**config.mk**
```make
export PLATFORM = sky130hd
export DESIGN_NAME = iswe_top
export DESIGN_NICKNAME = d
export VERILOG_FILES = /design/src/include/iswe_pkg.sv /design/src/rtl/iswe_encode.sv /design/src/rtl/iswe_pend.sv /design/src/rtl/iswe_top.sv
export SDC_FILE = /design/constraint.sdc
export NUM_CORES = 1
export LEC_CHECK = 0
export ABC_CLOCK_PERIOD_IN_PS = 4500
export BUFFER_PORTS_ARGS = -buffer_cell sky130_fd_sc_hd__buf_2
export CAP_MARGIN = 15
export CORE_UTILIZATION = 59
export DETAILED_ROUTE_END_ITERATION = 7
export GPL_TIMING_DRIVEN = 1
export HOLD_SLACK_MARGIN = 0.05
export PLACE_DENSITY = 0.86
export SLEW_MARGIN = 20
export SYNTH_ARGS = -nofsm -noshare
export SYNTH_HDL_FRONTEND = slang
export SYNTH_SLANG_ARGS = --single-unit
```
**constraint.sdc**
```tcl
create_clock -name pclk -period 4.5 [get_ports pclk]
set_input_delay 0.225 -clock pclk [delete_from_list [all_inputs] [get_ports pclk]]
set_output_delay 0.225 -clock pclk [all_outputs]
set_load 0.05 [all_outputs]
```
**src/include/iswe_pkg.sv**
```systemverilog
package iswe_pkg;
	//----------------------------------------
	// Status word layout
	//----------------------------------------
	localparam int          B_ACC     = 15;
	localparam int          B_TMO     = 14;
	localparam int          B_RTME    = 13;
	localparam int          B_SAEV    = 7;
	localparam int          B_MCND    = 6;
	localparam int          B_IBC     = 5;
	localparam int          B_ILC     = 4;
	localparam int          B_POLL    = 3;
	localparam int          B_RTRY    = 2;
	localparam int          B_ME      = 1;
	localparam int          B_IAC     = 0;
	localparam logic [15:0] RSVD_MASK = 16'h1f00;
	localparam logic [15:0] CAUSE_MSK = 16'h60ff;
	localparam logic [15:0] ACC_MASK  = 16'h8000;

	//----------------------------------------
	// Register map and reset values
	//----------------------------------------
	localparam logic [7:0]  OFS_CTRL  = 8'h00;
	localparam logic [7:0]  OFS_EN    = 8'h04;
	localparam logic [7:0]  OFS_LOGP  = 8'h08;
	localparam logic [7:0]  OFS_LAST  = 8'h0c;
	localparam logic [7:0]  OFS_STAT  = 8'h10;
	localparam int          CTRL_LOG  = 0;
	localparam int          CTRL_BC   = 1;
	localparam logic [1:0]  CTRL_RST  = 2'h0;
	localparam logic [15:0] EN_RST    = 16'h0000;
	localparam logic [15:0] LOGP_RST  = 16'h0000;

	//----------------------------------------
	// Entry layout in memory (word offsets)
	//----------------------------------------
	localparam logic [15:0] ENT_PTR   = 16'h0001;
	localparam logic [15:0] ENT_TAIL  = 16'h0002;
	localparam logic [7:0]  CNT_ONE   = 8'h01;

	typedef enum logic [3:0] {
		ST_IDLE = 4'h1,
		ST_ISW  = 4'h2,
		ST_PTR  = 4'h4,
		ST_TAIL = 4'h8
	} iswe_state_e;

	typedef struct packed {
		logic        me_evt;
		logic        no_resp;
		logic        rt_sts_me;
		logic        sa_access;
		logic        ivc_bit;
		logic        iz_bit;
		logic        idx_zero;
		logic        mc_nodata;
		logic        iwa_en;
		logic        bcast_rx;
		logic        illeg_mc_sa;
		logic        illeg_cmd;
		logic        invalid_cmd;
		logic        poll_irq;
		logic        retry_fail;
		logic        retries_done;
		logic        ic_req;
		logic [15:0] ptr;
	} iswe_evt_s;

	typedef struct packed {
		logic        psel;
		logic        penable;
		logic        pwrite;
		logic [7:0]  paddr;
		logic [31:0] pwdata;
	} iswe_apb_req_s;

	typedef struct packed {
		logic        pready;
		logic        pslverr;
		logic [31:0] prdata;
	} iswe_apb_rsp_s;

	typedef struct packed {
		logic        req;
		logic        we;
		logic [15:0] addr;
		logic [15:0] wdata;
	} iswe_dma_req_s;

	typedef struct packed {
		logic        ack;
		logic [15:0] rdata;
	} iswe_dma_rsp_s;
endpackage

```
**src/rtl/iswe_encode.sv**
```systemverilog
module iswe_encode (
	input  wire logic              mode_bc,
	input  wire iswe_pkg::iswe_evt_s evt,
	output logic [15:0]            cause
);
	import iswe_pkg::*;

	logic rt;

	assign rt = ~mode_bc;

	//----------------------------------------
	// Cause bits, each high when its cause occurred
	//----------------------------------------
	always_comb begin
		cause         = 16'h0000;
		cause[B_TMO]  = evt.me_evt & evt.no_resp;
		cause[B_RTME] = evt.rt_sts_me;
		cause[B_SAEV] = rt & evt.sa_access & (evt.ivc_bit | (evt.iz_bit & evt.idx_zero));
		cause[B_MCND] = rt & evt.mc_nodata & evt.iwa_en;
		cause[B_IBC]  = rt & evt.bcast_rx & evt.illeg_mc_sa & ~evt.invalid_cmd;
		cause[B_ILC]  = rt & evt.illeg_cmd & ~evt.invalid_cmd;
		cause[B_POLL] = mode_bc & evt.poll_irq;
		cause[B_RTRY] = mode_bc & evt.retry_fail & evt.retries_done;
		cause[B_ME]   = evt.me_evt;
		cause[B_IAC]  = mode_bc & evt.ic_req;
	end
endmodule

```
**src/rtl/iswe_pend.sv**
```systemverilog
module iswe_pend (
	input  wire logic        pclk,
	input  wire logic        presetn,
	input  wire logic [15:0] set,
	input  wire logic [15:0] set_ptr,
	input  wire logic        take,
	output logic [15:0]      word,
	output logic [15:0]      ptr
);
	import iswe_pkg::*;

	typedef struct packed {
		logic [15:0] word;
		logic [15:0] ptr;
	} iswe_pend_s;

	iswe_pend_s s_q;
	iswe_pend_s s_d;

	//----------------------------------------
	// Sticky causes, a new cause survives a take
	//----------------------------------------
	always_comb begin
		s_d = s_q;
		if (take) begin
			s_d.word = set;
		end else begin
			s_d.word = s_q.word | set;
		end
		if (|set) begin
			s_d.ptr = set_ptr;
		end
	end

	always_ff @(posedge pclk or negedge presetn) begin
		if (!presetn) begin
			s_q <= '0;
		end else begin
			s_q <= s_d;
		end
	end

	assign word = s_q.word;
	assign ptr  = s_q.ptr;
endmodule

```
**src/rtl/iswe_top.sv**
```systemverilog
// Chosen here: the address map and the APB interface to the registers.
module iswe_top (
	input  wire logic                  pclk,
	input  wire logic                  presetn,
	input  wire iswe_pkg::iswe_apb_req_s apb_req,
	output iswe_pkg::iswe_apb_rsp_s    apb_rsp,
	input  wire iswe_pkg::iswe_evt_s   evt,
	output iswe_pkg::iswe_dma_req_s    dma_req,
	input  wire iswe_pkg::iswe_dma_rsp_s dma_rsp,
	output logic                       busy
);
	import iswe_pkg::*;

	typedef struct packed {
		iswe_state_e   st;
		logic [1:0]    ctrl;
		logic [15:0]   en;
		logic [15:0]   logp;
		logic [15:0]   last;
		logic [15:0]   cur_isw;
		logic [15:0]   cur_ptr;
		logic [7:0]    cnt;
		logic [31:0]   rdata;
		logic          err;
		iswe_dma_req_s dma;
	} iswe_top_s;

	iswe_top_s   s_q;
	iswe_top_s   s_d;
	logic [15:0] cause;
	logic [15:0] gated;
	logic [15:0] pend_word;
	logic [15:0] pend_ptr;
	logic        take;
	logic        setup;
	logic        access;
	logic        wr_acc;
	logic        hit;

	//----------------------------------------
	// Cause encoding and sticky capture
	//----------------------------------------
	iswe_encode u_enc (
		.mode_bc (s_q.ctrl[CTRL_BC]),
		.evt     (evt),
		.cause   (cause)
	);

	// Disabled causes never reach the pending word
	assign gated = cause & s_q.en & CAUSE_MSK;

	iswe_pend u_pend (
		.pclk    (pclk),
		.presetn (presetn),
		.set     (gated),
		.set_ptr (evt.ptr),
		.take    (take),
		.word    (pend_word),
		.ptr     (pend_ptr)
	);

	//----------------------------------------
	// APB phase decode
	//----------------------------------------
	assign setup  = apb_req.psel & ~apb_req.penable;
	assign access = apb_req.psel & apb_req.penable;
	assign wr_acc = access & apb_req.pwrite;
	assign hit    = (apb_req.paddr == OFS_CTRL) | (apb_req.paddr == OFS_EN) |
		(apb_req.paddr == OFS_LOGP) | (apb_req.paddr == OFS_LAST) |
		(apb_req.paddr == OFS_STAT);
	assign take   = (s_q.st == ST_IDLE) & s_q.ctrl[CTRL_LOG] & (|pend_word);

	//----------------------------------------
	// Next state: registers, read data, entry writer
	//----------------------------------------
	always_comb begin
		s_d = s_q;
		// Read data and error latched in setup, shown in access
		if (setup) begin
			s_d.err   = ~hit;
			s_d.rdata = 32'h0000_0000;
			case (apb_req.paddr)
				OFS_CTRL: s_d.rdata[1:0]  = s_q.ctrl;
				OFS_EN:   s_d.rdata[15:0] = s_q.en;
				OFS_LOGP: s_d.rdata[15:0] = s_q.logp;
				OFS_LAST: s_d.rdata[15:0] = s_q.last;
				OFS_STAT: s_d.rdata[15:0] = {s_q.cnt, 6'h00, |pend_word, busy};
				default:  s_d.rdata       = 32'h0000_0000;
			endcase
		end
		// Register writes take effect at the access edge, LOGP writes only while idle
		if (wr_acc) begin
			case (apb_req.paddr)
				OFS_CTRL: s_d.ctrl = apb_req.pwdata[1:0];
				OFS_EN:   s_d.en   = apb_req.pwdata[15:0] & CAUSE_MSK;
				OFS_LOGP: begin
					if (s_q.st == ST_IDLE) begin
						s_d.logp = apb_req.pwdata[15:0];
					end
				end
				default: s_d.en = s_q.en;
			endcase
		end
		// Entry sequence: status word, pointer, then tail read
		case (s_q.st)
			ST_IDLE: begin
				if (take) begin
					s_d.cur_isw    = pend_word | ACC_MASK;
					s_d.cur_ptr    = pend_ptr;
					s_d.st         = ST_ISW;
					s_d.dma.req    = 1'b1;
					s_d.dma.we     = 1'b1;
					s_d.dma.addr   = s_q.logp;
					s_d.dma.wdata  = (pend_word & ~RSVD_MASK) | ACC_MASK;
				end
			end
			ST_ISW: begin
				if (dma_rsp.ack) begin
					s_d.st        = ST_PTR;
					s_d.dma.addr  = s_q.logp + ENT_PTR;
					s_d.dma.wdata = s_q.cur_ptr;
				end
			end
			ST_PTR: begin
				if (dma_rsp.ack) begin
					s_d.st        = ST_TAIL;
					s_d.dma.we    = 1'b0;
					s_d.dma.addr  = s_q.logp + ENT_TAIL;
					s_d.dma.wdata = 16'h0000;
				end
			end
			ST_TAIL: begin
				if (dma_rsp.ack) begin
					// Tail pointer locates the next entry
					s_d.st      = ST_IDLE;
					s_d.logp    = dma_rsp.rdata;
					s_d.last    = s_q.cur_isw;
					s_d.cnt     = s_q.cnt + CNT_ONE;
					s_d.dma.req = 1'b0;
				end
			end
			default: begin
				s_d.st      = ST_IDLE;
				s_d.dma.req = 1'b0;
			end
		endcase
	end

	//----------------------------------------
	// State register
	//----------------------------------------
	always_ff @(posedge pclk or negedge presetn) begin
		if (!presetn) begin
			s_q.st      <= ST_IDLE;
			s_q.ctrl    <= CTRL_RST;
			s_q.en      <= EN_RST;
			s_q.logp    <= LOGP_RST;
			s_q.last    <= 16'h0000;
			s_q.cur_isw <= 16'h0000;
			s_q.cur_ptr <= 16'h0000;
			s_q.cnt     <= 8'h00;
			s_q.rdata   <= 32'h0000_0000;
			s_q.err     <= 1'b0;
			s_q.dma     <= '0;
		end else begin
			s_q <= s_d;
		end
	end

	//----------------------------------------
	// Outputs
	//----------------------------------------
	// Every access phase completes without wait states
	assign apb_rsp.pready  = 1'b1;
	assign apb_rsp.pslverr = access & s_q.err;
	assign apb_rsp.prdata  = s_q.rdata;
	assign dma_req         = s_q.dma;
	assign busy            = (s_q.st != ST_IDLE);

	//----------------------------------------
	// Assertions
	//----------------------------------------
	a_acc_bit_set: assert property (@(posedge pclk) disable iff (!presetn)
		(s_q.st == ST_ISW) |-> (dma_req.req & dma_req.we & dma_req.wdata[B_ACC]))
		else $error("accessed bit missing in status word write");

	a_rsvd_zero: assert property (@(posedge pclk) disable iff (!presetn)
		(s_q.st == ST_ISW) |-> ((dma_req.wdata & RSVD_MASK) == 16'h0000))
		else $error("reserved bits not zero");

	a_only_enabled: assert property (@(posedge pclk) disable iff (!presetn)
		(take & ~wr_acc) |=> ((dma_req.wdata & ~ACC_MASK & ~s_q.en) == 16'h0000))
		else $error("disabled cause logged");

	a_entry_order: assert property (@(posedge pclk) disable iff (!presetn)
		(s_q.st == ST_ISW && dma_rsp.ack) |=> (s_q.st == ST_PTR) &&
		(dma_req.addr == $past(dma_req.addr) + ENT_PTR) && dma_req.we)
		else $error("pointer write does not follow status word");

	a_tail_read: assert property (@(posedge pclk) disable iff (!presetn)
		(s_q.st == ST_TAIL && dma_rsp.ack) |=> (s_q.logp == $past(dma_rsp.rdata)) &&
		!dma_req.req)
		else $error("tail pointer not taken as next entry");

	a_tmo_cause: assert property (@(posedge pclk) disable iff (!presetn)
		cause[B_TMO] |-> cause[B_ME])
		else $error("time-out flag without message error");

	a_illeg_bc: assert property (@(posedge pclk) disable iff (!presetn)
		(evt.invalid_cmd | s_q.ctrl[CTRL_BC]) |-> !cause[B_IBC] && !cause[B_ILC])
		else $error("illegal flag for invalid command or controller mode");

	a_retry_fail: assert property (@(posedge pclk) disable iff (!presetn)
		!evt.retries_done |-> !cause[B_RTRY])
		else $error("retry fail before all retries");

	a_bc_modes: assert property (@(posedge pclk) disable iff (!presetn)
		!s_q.ctrl[CTRL_BC] |-> !(cause[B_POLL] | cause[B_RTRY] | cause[B_IAC]))
		else $error("controller flag in terminal mode");

	a_sa_event: assert property (@(posedge pclk) disable iff (!presetn)
		cause[B_SAEV] |-> evt.sa_access && (evt.ivc_bit || (evt.iz_bit && evt.idx_zero)))
		else $error("subaddress event without cause");

	a_me_both: assert property (@(posedge pclk) disable iff (!presetn)
		evt.me_evt |-> cause[B_ME])
		else $error("message error flag missing");

	c_entry_done: cover property (@(posedge pclk) disable iff (!presetn)
		(s_q.st == ST_TAIL) && dma_rsp.ack);

	c_set_on_take: cover property (@(posedge pclk) disable iff (!presetn)
		take && (|gated));

	c_logp_write: cover property (@(posedge pclk) disable iff (!presetn)
		wr_acc && (apb_req.paddr == OFS_LOGP));
endmodule

```
==> results.txt <==
Drt pass-1 iters -> 6
Max Clk Rate -> 0.383 GHz
Residual DRC -> 0
Hold Violations, Final -> 0
Worst r2r src -> u_pend.word[14]
Worst path max stage delay -> 570 ps
GR Util All Layers -> 0.298
Row count -> 40
Die height -> 115 um
Vias in the first global route -> 5627
Worst VDD drop -> 0.000282 V
Synth Instances -> 722
Maxcap violations -> 0
Antenna violations before repair -> 0
Cell Area, Synth -> 0.00756 mm2
Core Area -> 0.0123 mm2
Hold_ws -> 53.2 ps
Power Dens Cells -> 452 mW/mm2
Post-synth EDFFs -> 0
Worst-path clk slew -> 60 ps
Status -> finished, final reports clean
H-tree lvl count -> 4
Layout net count -> 900
Synth async-reset ratio -> 1.00
Max Slew Vio Count -> 0
Fill count -> 869
Ratio of final minimum period to clock period -> 0.580
Setup tns final -> 0 ps
Buffer count from post-CTS setup fixing -> 0
# setup viols final -> 0
Register area share after synthesis -> 0.513
Ys Warns -> 0
Leak -> 0.00422 uW
Total number of vias -> 5834
Vias per cell -> 5.93
Full die area -> 0.0133 mm2
Clock Tree Root -> clkbuf_16
Bufs on Longest Clock Path -> 2
Min-delay src -> evt[7]
Max_slew headroom -> 0.336
Crit start category -> register
Least-Margin Pin Slew -> 996 ps
Initial detailed-routing violation count -> 572
Arr. time, crit path -> 2920 ps
Ports -> 164
CP Cell Sequence -> nor4_1, a31oi_1, nand2_2, buf_4, mux2_2
First-pass GRT wire length -> 29.4 mm
CP required -> 4810 ps
Post-DP HPWL -> 12.3 mm
Main flop type after synthesis -> dfrtp_1
Total CTS buffers -> 17
Layout Skew -> 9.32 ps
Post-Route WL -> 18.7 mm
Starting density of the core -> 0.617
Antenna Cells -> 0
Max Fanout on Critical Path -> 28
CP endpoint kind -> register
Slowest CP cell -> nand2_2
Synth Area per Inst -> 10.5 um2
Skew-Pair Late Insertion Delay -> 430 ps
Sink Count -> 155
WL per Instance -> 19.0 um
Total grt overflow -> 0
Share of cells above drive strength 1 -> 0.296
DIE WIDTH -> 115 um
Register bit total from synthesis -> 155
Routability cong. -> 0.882
CTS tree -> done
Post-layout min period -> 2610 ps
Syn-to-layout area delta -> 14.5%
Crit path from -> u_pend.word[14]
Synth cell types -> 52
I/O Buffers -> 130
Critical path type -> reg -> reg
RSZ-0062 raised after global routing -> false
Worst min path class -> in -> reg
Pin count of the biggest net entering global routing -> 114
ANT nets after route -> 0
## synth_stat cells, types with 13 or more instances
library cell,number,area (um2)
o21ai_0,16,80.1
mux2_2,61,687
nor2_1,56,210
inv_1,14,52.6
clkbuf_1,24,90.1
nand2_1,92,345
a21oi_1,37,185
xnor2_1,13,114
nand3_1,19,95.1
buf_4,68,510
buf_2,15,75.1
a31oi_1,19,119
a22o_1,25,219
dfrtp_1,154,3850
a22oi_1,14,105
## area by class of cell
type,count,area [um2],area share
sequential,155,3880,0.448
clock buffer,18,439,0.0507
inverter,14,52.6,0.00607
clock inverter,14,159,0.0184
multi-input combinational,460,3010,0.348
tap,168,210,0.0243
timing repair buffer,154,905,0.104
## cell usage in the layout, fill, tap and decap left out, types with 3 or more instances in the layout
cell type	count
inv_1	14
nor4_4	3
nor3_1	4
nand2b_1	4
nor2b_1	8
buf_4	4
a32oi_1	3
clkinvlp_4	3
conb_1	17
and3_1	8
mux2_2	61
xnor2_1	13
nand3_1	19
ha_1	3
inv_6	4
a21oi_1	37
a22o_1	25
nand2_1	91
buf_2	129
nand4_1	9
xor2_1	9
a22oi_1	14
a21o_1	3
a32o_1	4
o21ai_0	16
dfrtp_1	154
clkbuf_16	17
nor2_1	56
a31oi_1	19
dlygate4sd3_1	19
## path summary, 6_finish.rpt
check,to,slack [ps],cells after the start
max in group asynchronous,dma_req[15],2920,4
worst max register to register,s_q[84],1890,5
worst min register to register,s_q[108],470,2
worst min-delay path,u_pend.ptr[7],50,2
min in group asynchronous,apb_rsp[4],310,2
worst max-delay path,s_q[84],1890,5
## through the flow
| stage | power (uW) | instance area [um2] | std cells | worst slack, ps | util |
|---|---|---|---|---|---|
| after floorplan | 2360 | 7620 | 737 | 2260 | - |
| after detailed placement | 2460 | 7830 | 931 | 1740 | 0.639 |
| after global routing | 4060 | 8660 | 983 | 1730 | 0.706 |
| after global placement | 2430 | 7830 | 931 | 1740 | 0.639 |
| after CTS | 3910 | 8620 | 982 | 1710 | 0.703 |
| final | 3910 | 8660 | 983 | 1890 | 0.706 |
## metal layers
layer / share of wire / vias to the layer above / GRT usage
li1: - / 2609 / -
met2: 0.50 / 333 / 0.490
met5: 0 / - / 0
met3: 0.084 / 59 / 0.0749
met4: 0.031 / 0 / 0.143
met1: 0.38 / 2833 / 0.371
## worst max-delay path, delay by kind of cell, from the launching register on
| family | cells | cell delay (ps) |
|---|---|---|
| mux | 1 | 370 |
| simple gates | 2 | 1000 |
| flops | 1 | 470 |
| buf+inv | 1 | 330 |
| compound gates | 1 | 310 |
## state kept, by name (all words and copies together) (netlist names)
signal	count
s_q	79
u_pend.ptr	16
u_pend.word	10
apb_rsp	16
dma_req	34
## cell families (layout without fill, tap and decap cells)
| kind of cell | after synthesis | after routing | share of synthesized area |
|---|---|---|---|
| xor+xnor | 22 | 22 | 0.0255 |
| other cells | 2 | 17 | 0.000993 |
| buf+inv | 122 | 200 | 0.0978 |
| simple gates | 223 | 223 | 0.144 |
| fa+ha+maj | 3 | 3 | 0.00497 |
| mux | 64 | 64 | 0.0965 |
| compound gates | 131 | 131 | 0.117 |
| flops | 155 | 155 | 0.513 |
## repair_timing
item	in CTS	in global routing
gates resized for setup	0	0
hold endpoints to repair	129	0
hold buffers	19	0
endpoints found under the setup margin	0	0
## report_power, final
group / switching (uW) / internal, uW / total [uW] / leakage, uW
Sequential: 123 / 1580 / 1700 / 0.00205
Combinational: 538 / 228 / 766 / 0.00188
Clock: 602 / 843 / 1450 / 0.000288
Note: power is estimated with default switching activity, not from simulation.
